[src/verilog/asfb_pkg.sv]
// constants and types shared by the arithmetic status flag and bus data path block
`default_nettype none
package asfb_pkg;
   // register byte offsets on the register bus
   localparam logic [3:0]  OFS_ACC        = 4'h0;
   localparam logic [3:0]  OFS_MQ         = 4'h4;
   localparam logic [3:0]  OFS_SCSR       = 4'h8;
   localparam logic [3:0]  OFS_CTRL       = 4'hC;
   // control register write bits
   localparam int unsigned CTRL_START_BIT = 0;
   localparam int unsigned CTRL_STOP_BIT  = 1;
   // status byte bit positions
   localparam int unsigned SR_ALL_ONES    = 5;
   localparam int unsigned SR_ACC_ZERO    = 4;
   localparam int unsigned SR_MQ_ZERO     = 3;
   localparam int unsigned SR_BOTH_ZERO   = 2;
   localparam int unsigned SR_SINGLE      = 1;
   localparam int unsigned HIGH_LANE      = 8;
   // data values
   localparam logic [15:0] ACC_NEG_HALF   = 16'hC000;
   localparam logic [15:0] WORD_ONES      = 16'hFFFF;
   localparam logic [15:0] WORD_ZERO      = 16'h0000;
   localparam logic [7:0]  BYTE_ONES      = 8'hFF;
   localparam logic [7:0]  BYTE_ZERO      = 8'h00;
   localparam logic [5:0]  SC_RESET       = 6'h00;
   localparam logic [5:0]  SC_ONE         = 6'h01;
   localparam logic [5:0]  SC_NORM_LIMIT  = 6'h1F;
   localparam logic [31:0] WORD32_ZERO    = 32'h00000000;
   // axi4-lite responses
   localparam logic [1:0]  RESP_OKAY      = 2'h0;
   localparam logic [1:0]  RESP_SLVERR    = 2'h2;

   typedef struct packed
   {
      logic quarterRateClock;
      logic halfRatePhaseB;
      logic halfRatePhaseA;
      logic basicClock;
   } asfb_phase_type;

   localparam asfb_phase_type PHASE_IDLE  = 4'h0;

   typedef enum logic [1:0]
   {
      OP_IDLE,
      OP_RUN,
      OP_END
   } asfb_op_type;
endpackage
`default_nettype wire

[src/verilog/asfb_top.sv]
// arithmetic status flag detectors, bus data path and minor clock phase generator
`timescale 1ns/100ps
`default_nettype none
// Summary of operation
// - accumulator at minus one half ends normalize
// - status bit 5 flags accumulator all ones
// - status bit 4 flags accumulator zero
// - status bit 3 flags quotient register zero
// - status bit 2 flags both registers zero
// - status bit 1 flags single precision result
// - low read byte muxes accumulator, quotient, counter
// - idle drivers leave the wired-OR bus alone
// - high read byte shows status with counter
// - low-only writes sign extend into high byte
// - select on explicit access, run on implicit
// - stop resets timing and operation flip-flops
// - end signal controls each operation's final step
// - clock gate stops only in idle phase
// - two offset half-rate phases from basic clock
// - quarter-rate clock is basic clock over four
// - four manual toggles per half-rate interval
// - eight manual toggles per quarter-rate interval
// - bus transfers still answered while manually clocked
module asfb_top
#(
   parameter int unsigned ADDR_W = 6
)
(
   // clock and reset
   input  wire logic                    sys_clk,
   input  wire logic                    reset_n,
   // axi4-lite write address and data
   input  wire logic [ADDR_W-1:0]       awaddr,
   input  wire logic                    awvalid,
   output wire logic                    awready,
   input  wire logic [31:0]             wdata,
   input  wire logic [3:0]              wstrb,
   input  wire logic                    wvalid,
   output wire logic                    wready,
   // axi4-lite write response
   output wire logic [1:0]              bresp,
   output wire logic                    bvalid,
   input  wire logic                    bready,
   // axi4-lite read
   input  wire logic [ADDR_W-1:0]       araddr,
   input  wire logic                    arvalid,
   output wire logic                    arready,
   output wire logic [31:0]             rdata,
   output wire logic [1:0]              rresp,
   output wire logic                    rvalid,
   input  wire logic                    rready,
   // wired-OR data bus drivers
   output wire logic [15:0]             busDataOut,
   output wire logic                    busDataOeN,
   // maintenance switches, asynchronous
   input  wire logic                    manualClockEnable,
   input  wire logic                    manualClockToggle,
   // maintenance indicators
   output wire asfb_pkg::asfb_phase_type clockPhases,
   output wire logic                    runFlag,
   output wire logic                    selectFlag,
   output wire logic [7:0]              statusIndicator
);
   import asfb_pkg::*;

   function automatic logic [7:0] statusByteOf(input logic [15:0] acc, input logic [15:0] mq);
      logic accOnes;
      logic accZero;
      logic mqZero;
      accOnes = (acc == WORD_ONES);
      accZero = (acc == WORD_ZERO);
      mqZero = (mq == WORD_ZERO);
      statusByteOf = BYTE_ZERO;
      statusByteOf[SR_ALL_ONES] = accOnes;
      statusByteOf[SR_ACC_ZERO] = accZero;
      statusByteOf[SR_MQ_ZERO] = mqZero;
      statusByteOf[SR_BOTH_ZERO] = accZero & mqZero;
      statusByteOf[SR_SINGLE] = (accOnes & mq[15]) | (accZero & ~mq[15]);
   endfunction

   // a write with the high lane strobe off replaces the high byte by the sign of the low byte
   function automatic logic [15:0] rxWord(input logic [15:0] old, input logic [31:0] d, input logic [3:0] s);
      logic [7:0] lo;
      lo = s[0] ? d[7:0] : old[7:0];
      rxWord = {(s[1] ? d[15:8] : (lo[7] ? BYTE_ONES : BYTE_ZERO)), lo};
   endfunction

   // register bus state
   logic [ADDR_W-1:0]  awAddr_q;
   logic [31:0]        wData_q;
   logic [3:0]         wStrb_q;
   logic               awHeld_q;
   logic               wHeld_q;
   logic               awready_q;
   logic               wready_q;
   logic               bvalid_q;
   logic [1:0]         bresp_q;
   logic               arready_q;
   logic               rvalid_q;
   logic [31:0]        rdata_q;
   logic [1:0]         rresp_q;
   logic               selectFlag_q;
   logic [15:0]        busDataOut_q;
   logic               busDataOeN_q;
   // data registers and operation state
   logic [15:0]        accumulator_q;
   logic [15:0]        accumulator_d;
   logic [15:0]        multiplier_quotient_q;
   logic [15:0]        multiplier_quotient_d;
   logic [5:0]         step_counter_q;
   logic [5:0]         step_counter_d;
   asfb_op_type        opState_q;
   asfb_op_type        opState_d;
   logic               runFlag_q;
   logic               clockOn_q;
   asfb_phase_type     phases_q;
   asfb_phase_type     phases_d;
   logic [7:0]         statusIndicator_q;
   // maintenance switch synchronisers
   logic               manEnSync1_q;
   logic               manEnSync2_q;
   logic               manTglSync1_q;
   logic               manTglSync2_q;
   logic               manTglSync3_q;

   // register bus handshakes
   wire awTake = awvalid & awready_q;
   wire wTake = wvalid & wready_q;
   wire arTake = arvalid & arready_q;
   wire doWrite = awHeld_q & wHeld_q & ~bvalid_q;
   wire bvalidD = doWrite | (bvalid_q & ~bready);
   wire awHeldD = (awHeld_q | awTake) & ~doWrite;
   wire wHeldD = (wHeld_q | wTake) & ~doWrite;
   wire rvalidD = arTake | (rvalid_q & ~rready);
   wire [ADDR_W-1:0] awAddrD = awTake ? awaddr : awAddr_q;
   wire [31:0] wDataD = wTake ? wdata : wData_q;
   wire [3:0] wStrbD = wTake ? wstrb : wStrb_q;

   // address decode
   wire [3:0] wrOfs = {awAddr_q[3:2], 2'b00};
   wire [3:0] rdOfs = {araddr[3:2], 2'b00};
   wire wrMapped = (awAddr_q >> 4) == '0;
   wire rdMapped = (araddr >> 4) == '0;
   wire wrAcc = doWrite & wrMapped & (wrOfs == OFS_ACC);
   wire wrMq = doWrite & wrMapped & (wrOfs == OFS_MQ);
   wire wrSc = doWrite & wrMapped & (wrOfs == OFS_SCSR) & wStrb_q[0];
   wire wrCtrl = doWrite & wrMapped & (wrOfs == OFS_CTRL) & wStrb_q[0];
   wire startCmd = wrCtrl & wData_q[CTRL_START_BIT];
   wire stopCmd = wrCtrl & wData_q[CTRL_STOP_BIT];

   // read multiplexer: the counter select also places the status byte on the high lane
   wire [7:0] statusByte = statusByteOf(accumulator_q, multiplier_quotient_q);
   wire [7:0] scByte = {2'b00, step_counter_q};
   wire [7:0] rdLow = (rdOfs == OFS_ACC) ? accumulator_q[7:0] :
                      (rdOfs == OFS_MQ)  ? multiplier_quotient_q[7:0] : scByte;
   wire [7:0] rdHigh = (rdOfs == OFS_ACC) ? accumulator_q[15:8] :
                       (rdOfs == OFS_MQ)  ? multiplier_quotient_q[15:8] : statusByte;
   wire [31:0] ctrlWord = {24'h000000, phases_q, manEnSync2_q, clockOn_q, selectFlag_q, runFlag_q};
   wire [31:0] readWord = !rdMapped ? WORD32_ZERO :
                          (rdOfs == OFS_CTRL) ? ctrlWord : {16'h0000, rdHigh, rdLow};
   wire [31:0] rdataD = arTake ? readWord : rdata_q;

   always_ff @(posedge sys_clk or negedge reset_n)
      if (!reset_n)
      begin
         awHeld_q <= 1'b0;
         wHeld_q <= 1'b0;
         awready_q <= 1'b0;
         wready_q <= 1'b0;
         bvalid_q <= 1'b0;
         bresp_q <= RESP_OKAY;
      end
      else
      begin
         awHeld_q <= awHeldD;
         wHeld_q <= wHeldD;
         awready_q <= ~awHeldD & ~bvalidD;
         wready_q <= ~wHeldD & ~bvalidD;
         bvalid_q <= bvalidD;
         bresp_q <= doWrite ? (wrMapped ? RESP_OKAY : RESP_SLVERR) : bresp_q;
      end

   always_ff @(posedge sys_clk or negedge reset_n)
      if (!reset_n)
      begin
         awAddr_q <= '0;
         wData_q <= WORD32_ZERO;
         wStrb_q <= 4'h0;
      end
      else
      begin
         awAddr_q <= awAddrD;
         wData_q <= wDataD;
         wStrb_q <= wStrbD;
      end

   // the bus side runs on sys_clk alone, so transfers are answered under manual clocking too
   always_ff @(posedge sys_clk or negedge reset_n)
      if (!reset_n)
      begin
         arready_q <= 1'b0;
         rvalid_q <= 1'b0;
         rdata_q <= WORD32_ZERO;
         rresp_q <= RESP_OKAY;
      end
      else
      begin
         arready_q <= ~rvalidD;
         rvalid_q <= rvalidD;
         rdata_q <= rdataD;
         rresp_q <= arTake ? (rdMapped ? RESP_OKAY : RESP_SLVERR) : rresp_q;
      end

   // drivers carry data only while the answer is on offer, else zero and released
   wire selectD = awTake | arTake | (selectFlag_q & ~((bvalid_q & bready) | (rvalid_q & rready)));
   always_ff @(posedge sys_clk or negedge reset_n)
      if (!reset_n)
      begin
         busDataOut_q <= WORD_ZERO;
         busDataOeN_q <= 1'b1;
         selectFlag_q <= 1'b0;
      end
      else
      begin
         busDataOut_q <= rvalidD ? rdataD[15:0] : WORD_ZERO;
         busDataOeN_q <= ~rvalidD;
         selectFlag_q <= selectD;
      end

   // maintenance switches pass two flip-flops before use
   always_ff @(posedge sys_clk or negedge reset_n)
      if (!reset_n)
      begin
         manEnSync1_q <= 1'b0;
         manEnSync2_q <= 1'b0;
         manTglSync1_q <= 1'b0;
         manTglSync2_q <= 1'b0;
         manTglSync3_q <= 1'b0;
      end
      else
      begin
         manEnSync1_q <= manualClockEnable;
         manEnSync2_q <= manEnSync1_q;
         manTglSync1_q <= manualClockToggle;
         manTglSync2_q <= manTglSync1_q;
         manTglSync3_q <= manTglSync2_q;
      end

   // every toggle edge of the manual switch is one smallest clock interval
   wire manEdge = manTglSync2_q ^ manTglSync3_q;
   wire phaseIdle = (phases_q == PHASE_IDLE);
   // once the clock is switched off the phases still run on to the idle state
   wire gateOpen = clockOn_q | ~phaseIdle;
   wire tick = gateOpen & (manEnSync2_q ? manEdge : 1'b1);
   wire phaseARise = tick & ~phases_q.basicClock & ~phases_q.halfRatePhaseA;
   wire step = phaseARise & (opState_q == OP_RUN);

   always_comb
   begin
      phases_d = phases_q;
      if (tick)
      begin
         phases_d.basicClock = ~phases_q.basicClock;
         if (!phases_q.basicClock)
         begin
            phases_d.halfRatePhaseA = ~phases_q.halfRatePhaseA;
         end
         else
         begin
            // phase b follows phase a half a basic period later
            phases_d.halfRatePhaseB = phases_q.halfRatePhaseA;
         end
         if (phaseARise)
         begin
            phases_d.quarterRateClock = ~phases_q.quarterRateClock;
         end
      end
   end

   // normalize sequencing
   wire normalizeEndDetect = (accumulator_q == ACC_NEG_HALF);
   wire normEndCond = normalizeEndDetect | (accumulator_q[15] ^ accumulator_q[14]) |
                      statusByte[SR_BOTH_ZERO] | (step_counter_q == SC_NORM_LIMIT);
   wire normShift = step & ~normEndCond;
   wire stopSig = stopCmd | (opState_q == OP_END);

   always_comb
   begin
      opState_d = opState_q;
      case (opState_q)
         OP_IDLE:
         begin
            if (startCmd)
            begin
               opState_d = OP_RUN;
            end
         end
         OP_RUN:
         begin
            if (stopCmd)
            begin
               opState_d = OP_IDLE;
            end
            else if (step & normEndCond)
            begin
               opState_d = OP_END;
            end
         end
         OP_END:
         begin
            opState_d = OP_IDLE;
         end
         default:
         begin
            opState_d = OP_IDLE;
         end
      endcase
   end

   // a shift step has priority over a register write landing in the same cycle
   always_comb
   begin
      accumulator_d = accumulator_q;
      multiplier_quotient_d = multiplier_quotient_q;
      step_counter_d = step_counter_q;
      if (normShift)
      begin
         {accumulator_d, multiplier_quotient_d} = {accumulator_q[14:0], multiplier_quotient_q, 1'b0};
         step_counter_d = step_counter_q + SC_ONE;
      end
      else
      begin
         if (wrAcc)
         begin
            accumulator_d = rxWord(accumulator_q, wData_q, wStrb_q);
         end
         if (wrMq)
         begin
            multiplier_quotient_d = rxWord(multiplier_quotient_q, wData_q, wStrb_q);
         end
         if (wrSc)
         begin
            step_counter_d = wData_q[5:0];
         end
      end
   end

   always_ff @(posedge sys_clk or negedge reset_n)
      if (!reset_n)
      begin
         accumulator_q <= WORD_ZERO;
         multiplier_quotient_q <= WORD_ZERO;
         step_counter_q <= SC_RESET;
         statusIndicator_q <= BYTE_ZERO;
      end
      else
      begin
         accumulator_q <= accumulator_d;
         multiplier_quotient_q <= multiplier_quotient_d;
         step_counter_q <= step_counter_d;
         statusIndicator_q <= statusByte;
      end

   always_ff @(posedge sys_clk or negedge reset_n)
      if (!reset_n)
      begin
         opState_q <= OP_IDLE;
         runFlag_q <= 1'b0;
         clockOn_q <= 1'b0;
         phases_q <= PHASE_IDLE;
      end
      else
      begin
         opState_q <= opState_d;
         runFlag_q <= (opState_d == OP_RUN);
         clockOn_q <= stopSig ? 1'b0 : (clockOn_q | (startCmd & (opState_q == OP_IDLE)));
         phases_q <= phases_d;
      end

   assign awready = awready_q;
   assign wready = wready_q;
   assign bvalid = bvalid_q;
   assign bresp = bresp_q;
   assign arready = arready_q;
   assign rvalid = rvalid_q;
   assign rdata = rdata_q;
   assign rresp = rresp_q;
   assign busDataOut = busDataOut_q;
   assign busDataOeN = busDataOeN_q;
   assign clockPhases = phases_q;
   assign runFlag = runFlag_q;
   assign selectFlag = selectFlag_q;
   assign statusIndicator = statusIndicator_q;

   wire rdScsr = arTake & rdMapped & (rdOfs == OFS_SCSR);
endmodule
`default_nettype wire
[config.mk]
export PLATFORM = sky130hd
export DESIGN_NAME = asfb_top
export DESIGN_NICKNAME = d
export VERILOG_FILES = /design/src/verilog/asfb_pkg.sv /design/src/verilog/asfb_top.sv
export SDC_FILE = /design/constraint.sdc
export NUM_CORES = 1
export LEC_CHECK = 0
export BUFFER_PORTS_ARGS = -buffer_cell sky130_fd_sc_hd__buf_4
export CORE_ASPECT_RATIO = 0.7
export CORE_MARGIN = 2
export CORE_UTILIZATION = 55
export CTS_CLUSTER_SIZE = 30
export DETAILED_ROUTE_END_ITERATION = 10
export PLACE_DENSITY = 0.81
export SKIP_LAST_GASP = 1
export SLEW_MARGIN = 5
export SYNTH_ARGS = -nofsm -noshare
export SYNTH_HDL_FRONTEND = slang
export SYNTH_SLANG_ARGS = --single-unit
[constraint.sdc]
create_clock -name sys_clk -period 5.4 [get_ports sys_clk]
set_input_delay 0.54 -clock sys_clk [delete_from_list [all_inputs] [get_ports sys_clk]]
set_output_delay 0.54 -clock sys_clk [all_outputs]
set_load 0.03 [all_outputs]
**Word level (Yosys, flattened, before mapping)**

Cells that the tools add are included.

- Add/subtract/negate cells: 1
- Muxes and demuxes: 28
- Eq/ne operators: 11
- Reductions and logical operators: 17
- Bitwise gates (word level): 64

Operators with widths:

| operator | count |
|---|---|
| $mux W16 | 8 |
| $mux W8 | 10 |
| $and A1 B1 Y1 | 33 |
| $eq A16 B16 Y1 const B | 2 |
| $logic_not A16 Y1 | 2 |
| $not A1 Y1 | 15 |
| $or A1 B1 Y1 | 14 |
| $logic_not A4 Y1 | 3 |
| $logic_not A6 Y1 | 2 |
| $mux W6 | 2 |
| $mux W2 | 5 |
| $reduce_and A2 Y1 | 5 |
| $eq A2 B1 Y1 const B | 4 |
| $eq A2 B2 Y1 const B | 4 |
| $reduce_bool A2 Y1 | 4 |
| $add A6 B1 Y6 const B | 1 |
| $eq A6 B5 Y1 const B | 1 |
| $pmux W2 S2 | 1 |
| $logic_not A2 Y1 | 1 |
| $mux W1 | 2 |
| $xor A1 B1 Y1 | 2 |

- Output and inout port bits: 72
- Register bits: 125
- Bits of input ports: 57

**Depth between registers and ports, before layout**

Gate-level depths: netlist (run 1).

- Depth in word-level cells: 12
- Gate-level depth with buffers: 9
- Depth with buffers taken out: 7

**Least setup slack after synthesis (run 1)**

No wires, ideal clock.

- Path kind: register to register
- Start: register phases_q (netlist bit clockPhases[3])
- End: register step_counter_q[3]
- Arrival time: 2.018 ns
- Stages on the path, launching flop included: 8
- Path buffers: 1
- Setup slack: 3.260 ns
- Library setup time: 0.123 ns
- Cell sequence: dfrtp_1 nor3_1 a2111oi_2 and2_1 o211a_4 buf_6 mux2_4 o221a_1

- Cells in the longest elaborated chain, start to end: 9
- Elaborated cells on any way between the ends: 10
- Classes of those cells: 1 x mux; 7 x bitwise; 2 x reduce/logical

Ends and longest elaborated chain:

| item | RTL line | source |
|---|---|---|
| start, declared | asfb_top.sv:116 | `asfb_phase_type phases_q;` |
| start signal, assigned | asfb_top.sv:377 | `phases_q <= phases_d;` |
| $logic_not A4 Y1 (*) | asfb_top.sv:251 | `wire phaseIdle = (phases_q == PHASE_IDLE);` |
| $not A1 Y1 (*) | asfb_top.sv:253 | `wire gateOpen = clockOn_q \| ~phaseIdle;` |
| $or A1 B1 Y1 (*) | asfb_top.sv:253 |  |
| $and A1 B1 Y1 (*) | asfb_top.sv:254 | `wire tick = gateOpen & (manEnSync2_q ? manEdge : 1'b1);` |
| $and A1 B1 Y1 (*) (2 in a row) | asfb_top.sv:255 | `wire phaseARise = tick & ~phases_q.basicClock & ~phases_q.halfRatePhaseA;` |
| $and A1 B1 Y1 (*) | asfb_top.sv:256 | `wire step = phaseARise & (opState_q == OP_RUN);` |
| $and A1 B1 Y1 (*) | asfb_top.sv:284 | `wire normShift = step & ~normEndCond;` |
| $mux W6 or $reduce_bool A2 Y1 (tied branches) | - |  |
| end signal, assigned | asfb_top.sv:360 | `step_counter_q <= step_counter_d;` |
| end, declared | asfb_top.sv:110 | `logic [5:0] step_counter_q;` |

Every way passes the cells marked *; elsewhere a longest branch is shown, timed or not.
A chain may end at the register's enable or synchronous reset.

**Worst setup path in the final report (run 1)**

- Start: register manTglSync2_q
- End: register step_counter_q[2]

- Cells in the longest elaborated chain, start to end: 8
- Elaborated cells on any way between the ends: 9
- Classes of those cells: 2 x mux; 6 x bitwise; 1 x reduce/logical

Ends and longest elaborated chain:

| item | RTL line | source |
|---|---|---|
| start, declared | asfb_top.sv:123 | `logic manTglSync2_q;` |
| start signal, assigned | asfb_top.sv:245 | `manTglSync2_q <= manTglSync1_q;` |
| $xor A1 B1 Y1 (*) | asfb_top.sv:250 | `wire manEdge = manTglSync2_q ^ manTglSync3_q;` |
| $mux W1 (*) | asfb_top.sv:254 |  |
| $and A1 B1 Y1 (*) | asfb_top.sv:254 |  |
| $and A1 B1 Y1 (*) (2 in a row) | asfb_top.sv:255 |  |
| $and A1 B1 Y1 (*) | asfb_top.sv:256 |  |
| $and A1 B1 Y1 (*) | asfb_top.sv:284 |  |
| $mux W6 or $reduce_bool A2 Y1 (tied branches) | - |  |

Marks and branches as above.

==> summary.md, run 1 <==
| Metric | Value |
|---|---|
| F_max | `367.0 MHz` |
| Slew Limit Fails | `0` |
| WL/cell | `about 17 um` |
| Worst-Margin Slew | `approximately 0.95 ns` |
| Initial core utilization | `between 50 and 60%` |
| CP arrival | `around 3 ns` |
| Crit path launch type | `flop` |
| Crit path capture type | `flop` |
| Synth area leader | `dfrtp_1` |
| Gate Count Post-Synth | `just over 500` |
| DR iter-0 viols | `329` |
| CTS tree | `yes` |
| Register bit total from synthesis | `about 120` |
| CP Max Fanout | `76` |
| # DRC | `0` |
| Total CTS buffers | `17` |
| Top Usage Layer GRT | `met1` |
| Hold_buf cts | `0` |
| Synthesis-to-layout area growth | `22.24%` |
| Rows | `30` |
| CP Cell Sequence | `xnor2_1 > a2111oi_2 > and2_1 > o211a_4 > mux2_1 > o221a_1` |
| DR pass1 iterations | `5` |
| Worst-path clk slew | `0.05 ns` |
| Final hold slack | `0.2122 ns` |
| Post-DRT Antenna Nets | `0` |
| Top FF cell, synth | `dfrtp_1` |
| Seq/Total Area, Yosys | `a little over half` |
| Ranking of synthesized cells by area | `dfrtp_1 (54%), mux2_2 (4.9%), mux2i_1 (4.7%), o21ai_1 (4.6%), nand2_1 (4.5%)` |
| Unrepaired setup endpoints after global routing | `false` |
| Antenna Cells | `0` |
| Critical path type | `flop to flop` |
| Placed insts | `706` |
| Total GRT Usage | `25.43%` |
| Hold crit path type | `primary input to async pin` |
| Routed wire length | `about 13 mm` |
| Fin nets | `657` |
| Syn Area/Cell | `~11 sq um` |
| Setup bufs post-CTS | `0` |
| Slew margin rel. | `36.09%` |
| Most instantiated cells after synthesis | `dfrtp_1 (120), nand2_1 (66), o21ai_1 (51)` |
| Port buffer count | `85` |
| Slowest stage delay, CP | `about 0.7 ns` |
| H-tree depth | `4` |
| Most common cell in the netlist | `dfrtp_1` |
| Chip Width | `123.9 um` |
| Synth warnings | `0` |
| Via count | `roughly 4200` |
| Post-DP HPWL | `8.969 mm` |
| Die Footprint | `roughly 0.011 sq mm` |
| Met2 Use GR | `a little over a third` |
| CTS Sinks | `between 100 and 150` |
| Max Cap Viol | `0` |
| CORE AREA | `between 0.009 and 0.01 sq mm` |
| Power Dens Cells | `531.6 mW/mm^2` |
| Final Hold Viols | `0` |
| LEAKAGE | `3.223 nW` |
| Status | `finished, final reports clean` |
| Synth async-reset ratio | `between 90% and 100%` |
| Initial antenna violation count | `0` |
| Gp weighted congestion | `0.8644` |
| Clock Skew | `roughly 0.0085 ns` |
| Required @ worst endpoint | `between 5 and 6 ns` |
| Minimum clock period after layout | `between 2 and 3 ns` |
| Clk buf depth | `2` |
| Routed vias/inst | `roughly 5.7` |
| Worst-Skew Late Latency | `0.41 ns` |
| Netlist cell types | `53` |
| Final core utilization | `69.35%` |
| Final period util | `just over 50%` |
| Share of the synthesized area in the top cell type | `54.24%` |
| Clk root buf | `clkbuf_16` |
| Slowest stage cell, crit path | `o211a_4` |
| Synthesized cell area | `~0.0055 sq mm` |
| Worst vdd ir | `0.3890 mV` |
| Final setup fails | `0` |
| # resized after CTS | `0` |
| TNS Setup | `0 ns` |
| Final std cells w/o fill | `approximately 740` |
| Die height | `just under 90 um` |
| Met1 GRT Util | `39.13%` |
| Total congestion overflow | `0` |
| Vias in the first global route | `3990` |
| Number of fillers in the final layout | `725` |
| EDFF count, synth | `0` |
| Num ports | `~130` |
| Largest net degree at the start of global routing | `77` |
| M3 GR Usage | `5.990%` |
| Share of layout cells above drive strength 1 | `roughly a quarter` |
| Global-route wire length before repair | `20.56 mm` |
## cell families (layout without fill, tap and decap cells)
family / count (synthesis) / after routing / synth area share (%)
AND/OR/NAND/NOR: 161 / 161 / 14.76
flip-flops: 121 / 121 / 54.71
AO/OA/AOI/OAI: 114 / 114 / 12.70
buffers and inverters: 57 / 133 / 5.582
multiplexers: 56 / 56 / 11.34
adder cells (fa/ha/maj): 3 / 3 / 0.6780
other: 1 / 21 / 0.06773
XOR/XNOR: 1 / 1 / 0.1582
## report_power, final
part / switching (mW) / leakage (nW) / internal, mW
registers: 0.366 / 1.56 / 1.19
clock network: 0.379 / 0.294 / 0.758
logic: 0.500 / 1.37 / 0.407
## sequential cells by signal (all words and copies together) (netlist names), 5 cells and up
signal                 flops
accumulator_q             16
busDataOut                16
multiplier_quotient_q     16
rdata                     16
statusIndicator            5
step_counter_q             6
wData_q                   16
## cells in the final DEF, fill, tap and decap left out, drive strengths merged, types with 3 or more instances in the layout
cell    synthesis  routed
a211oi          7       7
a21o            4       4
a21oi          13      13
a22o            4       4
and2           17      17
buf            29      87
bufinv          0       3
clkbuf         14      24
clkinv          0       4
conb            1      21
dfrtp         120     120
ha              3       3
inv            14      14
mux2           28      28
mux2i          26      26
nand2          67      67
nand2b          6       6
nand3          26      26
nand4           5       5
nor2            9       9
nor2b           6       6
nor3            6       6
nor4            9       9
o21ai          68      68
o221a           4       4
o221ai          4       4
## worst max-delay path, delay by kind of cell, from the launching register on
family	cells	cell delay [ns]
AO/OA/AOI/OAI	3	1.40
multiplexers	1	0.38
AND/OR/NAND/NOR	1	0.23
XOR/XNOR	1	0.20
flip-flops	1	0.39
## metal layers
metal  part of all wire, %  vias up
li1                      -     1957
met1                    48     2021
met2                    42      199
met3                   8.6       25
met4                   1.5        0
met5                     0        -
## final timing paths
check                                                        end                    start  slack, ns  cells after the start
max                                step_counter_q[2]$_DFFE_PN0P_  manTglSync2_q$_DFF_PN0_       2.68                      6
min                                         rresp[1]$_DFFE_PN0P_                  reset_n       0.21                      1
max reg2reg                        step_counter_q[2]$_DFFE_PN0P_  manTglSync2_q$_DFF_PN0_       2.68                      6
min reg2reg                               manEnSync2_q$_DFF_PN0_   manEnSync1_q$_DFF_PN0_       0.35                      0
max in group asynchronous  multiplier_quotient_q[11]$_DFFE_PN0P_                  reset_n       3.99                      2
min in group sys_clk                      manEnSync1_q$_DFF_PN0_        manualClockEnable       0.23                      1
## metrics by stage
stage / power (mW) / setup WS, ns / area [sq um]
after floorplan: 2.097 / 3.260 / 5612
after global placement: 2.399 / 2.762 / 6168
after detailed placement: 2.452 / 2.703 / 6168
after CTS: 3.599 / 2.682 / 6768
after global routing: 3.792 / 2.543 / 6768
final: 3.598 / 2.675 / 6768
## layout make-up
class | count | area [sq um] | area share, %
multi-input cells | 356 | 2273 | 33.59
flip-flops and latches | 121 | 3029 | 44.76
clock inverters | 8 | 117.6 | 1.738
clock buffers | 24 | 481.7 | 7.118
well taps | 128 | 160.2 | 2.366
repair buffers | 87 | 653.1 | 9.651
inverters | 14 | 52.55 | 0.7765
No activity file was read; power rests on OpenSTA's default activity.
==> run 2, diff against run 1 <==
--- a/config.mk
+++ b/config.mk
@@ -5,13 +5,14 @@
 export SDC_FILE = /design/constraint.sdc
 export NUM_CORES = 1
 export LEC_CHECK = 0
+export ABC_AREA = 1
 export BUFFER_PORTS_ARGS = -buffer_cell sky130_fd_sc_hd__buf_4
 export CORE_ASPECT_RATIO = 0.7
 export CORE_MARGIN = 2
-export CORE_UTILIZATION = 55
+export CORE_UTILIZATION = 54
 export CTS_CLUSTER_SIZE = 30
 export DETAILED_ROUTE_END_ITERATION = 10
-export PLACE_DENSITY = 0.81
+export PLACE_DENSITY = 0.8
 export SKIP_LAST_GASP = 1
 export SLEW_MARGIN = 5
 export SYNTH_ARGS = -nofsm -noshare
==> constraint.sdc (replaced) <==
create_clock -name sys_clk -period 2.7 [get_ports sys_clk]
set_input_delay 0.27 -clock sys_clk [delete_from_list [all_inputs] [get_ports sys_clk]]
set_output_delay 0.27 -clock sys_clk [all_outputs]
set_load 0.03 [all_outputs]
==> summary.md, run 2 <==
| Metric | Value |
|---|---|
| Status | `finished, final reports clean` |
| R2r worst-path depth | `8 (+2)` |
| CORE AREA | `0.01043 sq mm (+6.9%)` |
| Synthesis-to-layout area growth | `23.10%` |
| Clk root buf | `clkbuf_16` |
| Rows | `31 (+3.3%)` |
| Fin nets | `875 (+33%)` |
| F_max | `427.2 MHz (+16%)` |
| Worst-path clk slew | `0.06 ns (about the same)` |
| CP Cell Sequence | `inv_1 > ha_1 > o21bai_1 > a21oi_1 > nand3_2 > inv_2 > nand2_1 > nand3_1` |
| Placed insts | `925 (+31%)` |
| Routed vias/inst | `5.585 (-1.9%)` |
| Synth async-reset ratio | `100.0% (unchanged)` |
| Seq/Total Area, Yosys | `51.98% (-2.7 points)` |
| Num ports | `129 (unchanged)` |
| Routed wire length | `15.52 mm (+22%)` |
| Reg2Reg Setup Slack | `0.36 ns (-2.32 ns)` |
| Commonest non-fill, non-tap cell in the layout | `nand2_1` |
| H-tree depth | `4 (unchanged)` |
| CTS Sinks | `121 (unchanged)` |
| Slowest stage cell, crit path | `inv_2` |
| Crit path capture type | `flop` |
| Total GRT Usage | `28.39% (+3.0 points)` |
| Worst Path Buf+Inv | `2 (+2)` |
| Worst R2R End | `accumulator_q[10]$_DFFE_PN0P_` |
| Total congestion overflow | `0 (unchanged)` |
| Critical path type | `flop to flop` |
| DR pass1 iterations | `6 (+1)` |
| Total CTS buffers | `17 (unchanged)` |
| Max Cap Viol | `0 (unchanged)` |
| TNS Setup | `0 ns (unchanged)` |
| Worst Setup EP | `accumulator_q[10]$_DFFE_PN0P_` |
| Crit path max-delay family | `simple AND/OR/NAND/NOR gates` |
| Worst-Skew Late Latency | `0.42 ns (about the same)` |
| Final Hold Viols | `0 (unchanged)` |
| Netlist cell types | `31 (-42%)` |
| Global-route wire length before repair | `25.76 mm (+25%)` |
| Most instantiated cells after synthesis | `nand2_1 (234), dfrtp_1 (120), nand3_1 (100)` |
| Via count | `5362 (+28%)` |
| WL/cell | `16.17 um (-6.3%)` |
| Die Footprint | `0.01165 sq mm (+6.9%)` |
| Slew margin rel. | `49.73% (+14 points)` |
| Register bit total from synthesis | `121 (unchanged)` |
| # DRC | `0 (unchanged)` |
| Share of layout cells above drive strength 1 | `17.27% (-7.8 points)` |
| Ranking of synthesized cells by area | `dfrtp_1 (52%), nand2_1 (15%), nand3_1 (8.6%), o21ai_0 (3.6%), inv_1 (3.5%)` |
| Hold crit path type | `primary input to flop` |
| Final period util | `86.69% (+36 points)` |
| EDFF count, synth | `0 (unchanged)` |
| Vias in the first global route | `5260 (+32%)` |
| Synthesized cell area | `0.005828 sq mm (+5.3%)` |
| Slowest stage delay, CP | `0.48 ns (-0.20 ns)` |
| Crit path launch type | `flop` |
| LEAKAGE | `3.794 nW (+18%)` |
| Share of the synthesized area in the top cell type | `51.52% (-2.7 points)` |
| Post-DP HPWL | `10.80 mm (+20%)` |
| Slew Limit Fails | `0 (unchanged)` |
| Worst-Margin Slew | `0.7533 ns (-0.1990 ns)` |
| Minimum clock period after layout | `2.341 ns (-0.3840 ns)` |
| Antenna Cells | `0 (unchanged)` |
| Synth warnings | `0 (unchanged)` |
| Final std cells w/o fill | `960 (+30%)` |
| RR Startpoint | `accumulator_q[14]$_DFFE_PN0P_` |
| Synth area leader | `dfrtp_1` |
| Initial core utilization | `55.86% (-0.87 points)` |
| Total stage count of the critical path | `8 (+2)` |
| Clock Skew | `0.008461 ns (-0.00008787 ns)` |
| Gate Count Post-Synth | `721 (+40%)` |
| Required @ worst endpoint | `3.05 ns (-2.65 ns)` |
| Unrepaired setup endpoints after global routing | `false` |
| Port buffer count | `85 (unchanged)` |
| Commonest non-fill, non-tap cells in the layout | `nand2_1 (234), dfrtp_1 (120), nand3_1 (100)` |
| Chip Width | `128.2 um (+3.4%)` |
| Post-DRT Antenna Nets | `0 (unchanged)` |
| Initial antenna violation count | `0 (unchanged)` |
| CP arrival | `2.69 ns (-0.33 ns)` |
| Worst setup path start | `accumulator_q[14]$_DFFE_PN0P_` |
| DR iter-0 viols | `536 (+63%)` |
| Final setup fails | `0 (unchanged)` |
| Gp weighted congestion | `0.9195 (+6.4%)` |
| Syn Area/Cell | `8.083 sq um (-25%)` |
| CTS tree | `yes` |
| CP Max Fanout | `24 (-68%)` |
| Die height | `90.92 um (+3.4%)` |
| Most common cell in the netlist | `nand2_1` |
| Power Dens Cells | `1089 mW/mm^2 (+100%)` |
| Worst vdd ir | `0.6711 mV (+73%)` |
| # resized after CTS | `0 (unchanged)` |
| Top FF cell, synth | `dfrtp_1` |
| Clk buf depth | `2 (unchanged)` |
| Largest net degree at the start of global routing | `55 (-29%)` |
-- run 2: cell count changes in the layout (fill, tap and decap cells not counted), sizes merged, moves of 22 or more --
cell	delta
inv	+44
mux2	-28
mux2i	-26
nand2	+168
nand3	+80
nor2	+35
o211ai	+22
o21ai	-23
-- run 2: final cells by class --
class / instances / area [sq um]
inverters: 60 / 225.2
fillers: 813 / 3259
well taps: 132 / 165.2
flip-flops and latches: 121 / 3029
multi-input cells: 515 / 2370
repair buffers: 100 / 770.7
clock inverters: 11 / 143.9
clock buffers: 21 / 470.5
-- run 2: logic make-up after synthesis --
logic type / count (synthesis) / synth area share, %
XOR/XNOR: 5 / 0.7514
AND/OR/NAND/NOR: 388 / 28.21
flip-flops: 121 / 51.98
buffers and inverters: 105 / 8.652
other: 1 / 0.06434
adder cells (fa/ha/maj): 3 / 0.6441
AO/OA/AOI/OAI: 98 / 9.704
-- run 2: worst min path at each step --
stage,from,endpoint,slack (ns),depth (start not counted)
floorplan,reset_n,accumulator_q[0]$_DFFE_PN0P_,-0.03,0
global placement,manEnSync1_q$_DFF_PN0_,manEnSync2_q$_DFF_PN0_,0.33,0
detailed placement,manEnSync1_q$_DFF_PN0_,manEnSync2_q$_DFF_PN0_,0.35,0
CTS,wdata[1],wData_q[1]$_DFFE_PN0P_,0.04,3
global route,awaddr[5],awAddr_q[5]$_DFFE_PN0P_,0.06,3
finish,wdata[1],wData_q[1]$_DFFE_PN0P_,0.05,3
-- run 2: power breakdown --
group / total [mW] / switching, mW / internal (mW)
Combinational: 2.55 / 1.69 / 0.855
Sequential: 2.91 / 0.553 / 2.36
Clock: 2.35 / 0.832 / 1.52
-- run 2: stage by stage --
stage          setup WS (ns)  power, mW  utilization [%]  hold WS, ns  cell area (sq um)
2_1_floorplan         0.9849      4.539                -     -0.02559               5903
4_1_cts               0.4350      7.779            68.76      0.04250               7174
3_3_place_gp          0.5840      5.300            62.59       0.3341               6530
5_1_grt               0.1692      8.261            68.76      0.06068               7174
3_5_place_dp          0.4857      5.404            62.59       0.3465               6530
6_report              0.3593      7.813            68.76      0.04720               7174
-- run 2: metal layers --
metal / GRT usage (%) / up-vias / share of wire [%]
li1: - / 2498 / -
met1: 38.14 / 2581 / 43
met2: 44.74 / 255 / 47
met3: 8.116 / 28 / 8.1
met4: 8.974 / 0 / 1.6
met5: 0 / - / 0
-- run 2: worst reg2reg max path, stage by stage, from the launching register on --
cell and delay [ns]:
dfrtp_1 0.42, inv_1 0.08, ha_1 0.34, o21bai_1 0.22, a21oi_1 0.18, nand3_2 0.30
inv_2 0.48, nand2_1 0.14, nand3_1 0.12
-- run 2: repair_timing --
item,4_1_cts,5_1_grt
buffers inserted,0,0
hold buffers,3,0
endpoints found under the hold margin,53,0
==> run 3, diff against run 2 <==
--- a/config.mk
+++ b/config.mk
@@ -12,7 +12,7 @@
 export CORE_UTILIZATION = 54
 export CTS_CLUSTER_SIZE = 30
 export DETAILED_ROUTE_END_ITERATION = 10
-export PLACE_DENSITY = 0.8
+export PLACE_DENSITY_LB_ADDON = 0.25
 export SKIP_LAST_GASP = 1
 export SLEW_MARGIN = 5
 export SYNTH_ARGS = -nofsm -noshare
==> summary.md, run 3 (synthesis results as in run 2) <==
| Metric | Value |
|---|---|
| Status | `finished, final reports clean` |
| Die height | `90.92 um (unchanged)` |
| Share of layout cells above drive strength 1 | `17.69% (+0.42 points)` |
| Global-route wire length before repair | `25.56 mm (-0.80%)` |
| Met1 GRT Util | `38.78% (+0.64 points)` |
| CTS Sinks | `121 (unchanged)` |
| Die Footprint | `0.01165 sq mm (unchanged)` |
| Crit path capture type | `flop` |
| Required @ worst endpoint | `3.05 ns (about the same)` |
| WL/cell | `16.19 um (+0.12%)` |
| Minimum clock period after layout | `2.340 ns (-0.0005480 ns)` |
| Hold_buf cts | `3 (unchanged)` |
| Post-DRT Antenna Nets | `0 (unchanged)` |
| Setup WS pre-CTS | `0.4811 ns (-0.004622 ns)` |
| Initial antenna violation count | `0 (unchanged)` |
| Final Hold Viols | `0 (unchanged)` |
| Final core utilization | `69.03% (+0.26 points)` |
| CP Max Fanout | `19 (-21%)` |
| Slew Limit Fails | `0 (unchanged)` |
| Post-DP HPWL | `10.89 mm (+0.85%)` |
| Critical path type | `flop to flop` |
| Final setup fails | `0 (unchanged)` |
| Commonest non-fill, non-tap cells in the layout | `nand2_1 (234), dfrtp_1 (120), nand3_1 (100)` |
| Fin nets | `878 (+0.34%)` |
| Setup bufs post-CTS | `0 (unchanged)` |
| Worst-path clk slew | `0.06 ns (about the same)` |
| Hold crit path type | `primary input to flop` |
| Crit path launch type | `flop` |
| Worst setup path start | `accumulator_q[14]$_DFFE_PN0P_` |
| Top Usage Layer GRT | `met2` |
| Total CTS buffers | `17 (unchanged)` |
| Commonest non-fill, non-tap cell in the layout | `nand2_1` |
| Clk root buf | `clkbuf_16` |
| Vias in the first global route | `5102 (-3.0%)` |
| # DRC | `0 (unchanged)` |
| Slew margin rel. | `50.28% (+0.56 points)` |
| Num ports | `129 (unchanged)` |
| RR Startpoint | `accumulator_q[14]$_DFFE_PN0P_` |
| Worst vdd ir | `0.6984 mV (+4.1%)` |
| Antenna Cells | `0 (unchanged)` |
| CORE AREA | `0.01043 sq mm (unchanged)` |
| Routed vias/inst | `5.517 (-1.2%)` |
| Max Cap Viol | `0 (unchanged)` |
| Via count | `5313 (-0.91%)` |
| H-tree depth | `4 (unchanged)` |
| TNS Setup | `0 ns (unchanged)` |
| CTS tree | `yes` |
| DR pass1 iterations | `6 (unchanged)` |
| Routed wire length | `15.59 mm (+0.43%)` |
| Worst R2R End | `accumulator_q[4]$_DFFE_PN0P_` |
| Met2 Use GR | `44.39% (-0.36 points)` |
| # resized after CTS | `0 (unchanged)` |
| Rows | `31 (unchanged)` |
| Power Dens Cells | `1090 mW/mm^2 (about the same)` |
| Clock Skew | `0.008159 ns (-0.0003025 ns)` |
| Number of fillers in the final layout | `804 (-1.1%)` |
| Worst-Margin Slew | `0.7449 ns (-0.008320 ns)` |
| Final period util | `86.67% (about the same)` |
| Synthesis-to-layout area growth | `23.57%` |
| Total congestion overflow | `0 (unchanged)` |
| Worst-Skew Late Latency | `0.42 ns (about the same)` |
| F_max | `427.3 MHz (about the same)` |
| Initial core utilization | `55.86% (unchanged)` |
| Total GRT Usage | `28.23% (-0.16 points)` |
| Worst Setup EP | `accumulator_q[4]$_DFFE_PN0P_` |
| Setup WS post-layout | `0.3599 ns (+0.0005480 ns)` |
| Chip Width | `128.2 um (unchanged)` |
| Reg2Reg Setup Slack | `0.36 ns (about the same)` |
| Port buffer count | `85 (unchanged)` |
| Unrepaired setup endpoints after global routing | `false` |
| Clk buf depth | `2 (unchanged)` |
| R2r worst-path depth | `8 (unchanged)` |
| M3 GR Usage | `6.161% (-2.0 points)` |
| DR iter-0 viols | `633 (+18%)` |
| Largest net degree at the start of global routing | `57 (+3.6%)` |
| LEAKAGE | `3.812 nW (+0.49%)` |
| Gp weighted congestion | `0.9622 (+4.6%)` |
| CP arrival | `2.69 ns (about the same)` |
[run 3: through the flow]
step	std cells	hold slack [ns]	cell area, sq um	power (mW)
2_1_floorplan	741	-0.02559	5903	4.539
3_3_place_gp	928	0.3077	6553	5.311
3_5_place_dp	928	0.3241	6553	5.416
4_1_cts	963	0.04355	7202	7.803
5_1_grt	963	0.04458	7202	8.258
6_report	963	0.03975	7202	7.848
[run 3: worst max-delay path, cell delays in order, from the launching register on]
cell	delay (ns)
dfrtp_1	0.40
inv_1	0.08
ha_1	0.30
o21bai_1	0.18
a21oi_1	0.15
nand3_2	0.40
o21ai_1	0.52
nand2_1	0.14
nand2_1	0.10
[run 3: cell type report]
type	instances	area [sq um]	area share (%)
Inverter	60	225.2	3.127
Sequential cell	121	3029	42.06
Timing Repair Buffer	103	793.3	11.01
Clock inverter	13	166.4	2.311
Multi-Input combinational cell	515	2370	32.90
Clock buffer	19	452.9	6.289
Tap cell	132	165.2	2.293
[run 3: how the worst min path moves through the flow]
stage,depth (start not counted),startpoint,endpoint,slack [ns]
floorplan,0,reset_n,accumulator_q[0]$_DFFE_PN0P_,-0.03
global placement,1,reset_n,wData_q[3]$_DFFE_PN0P_,0.31
detailed placement,1,reset_n,wData_q[2]$_DFFE_PN0P_,0.32
CTS,3,wdata[7],wData_q[7]$_DFFE_PN0P_,0.04
global route,3,wdata[7],wData_q[7]$_DFFE_PN0P_,0.04
finish,3,wdata[7],wData_q[7]$_DFFE_PN0P_,0.04
[run 3: per-layer routing]
layer	part of all wire, %	vias up
met4	2.8	0
met5	0	-
li1	-	2499
met2	47	239
met1	43	2528
met3	7.6	47
[run 3: power breakdown]
| group | total, mW | switching [mW] | internal (mW) | leakage (nW) |
|---|---|---|---|---|
| Clock | 2.36 | 0.854 | 1.51 | 0.296 |
| Combinational | 2.59 | 1.73 | 0.859 | 1.93 |
| Sequential | 2.90 | 0.544 | 2.36 | 1.59 |
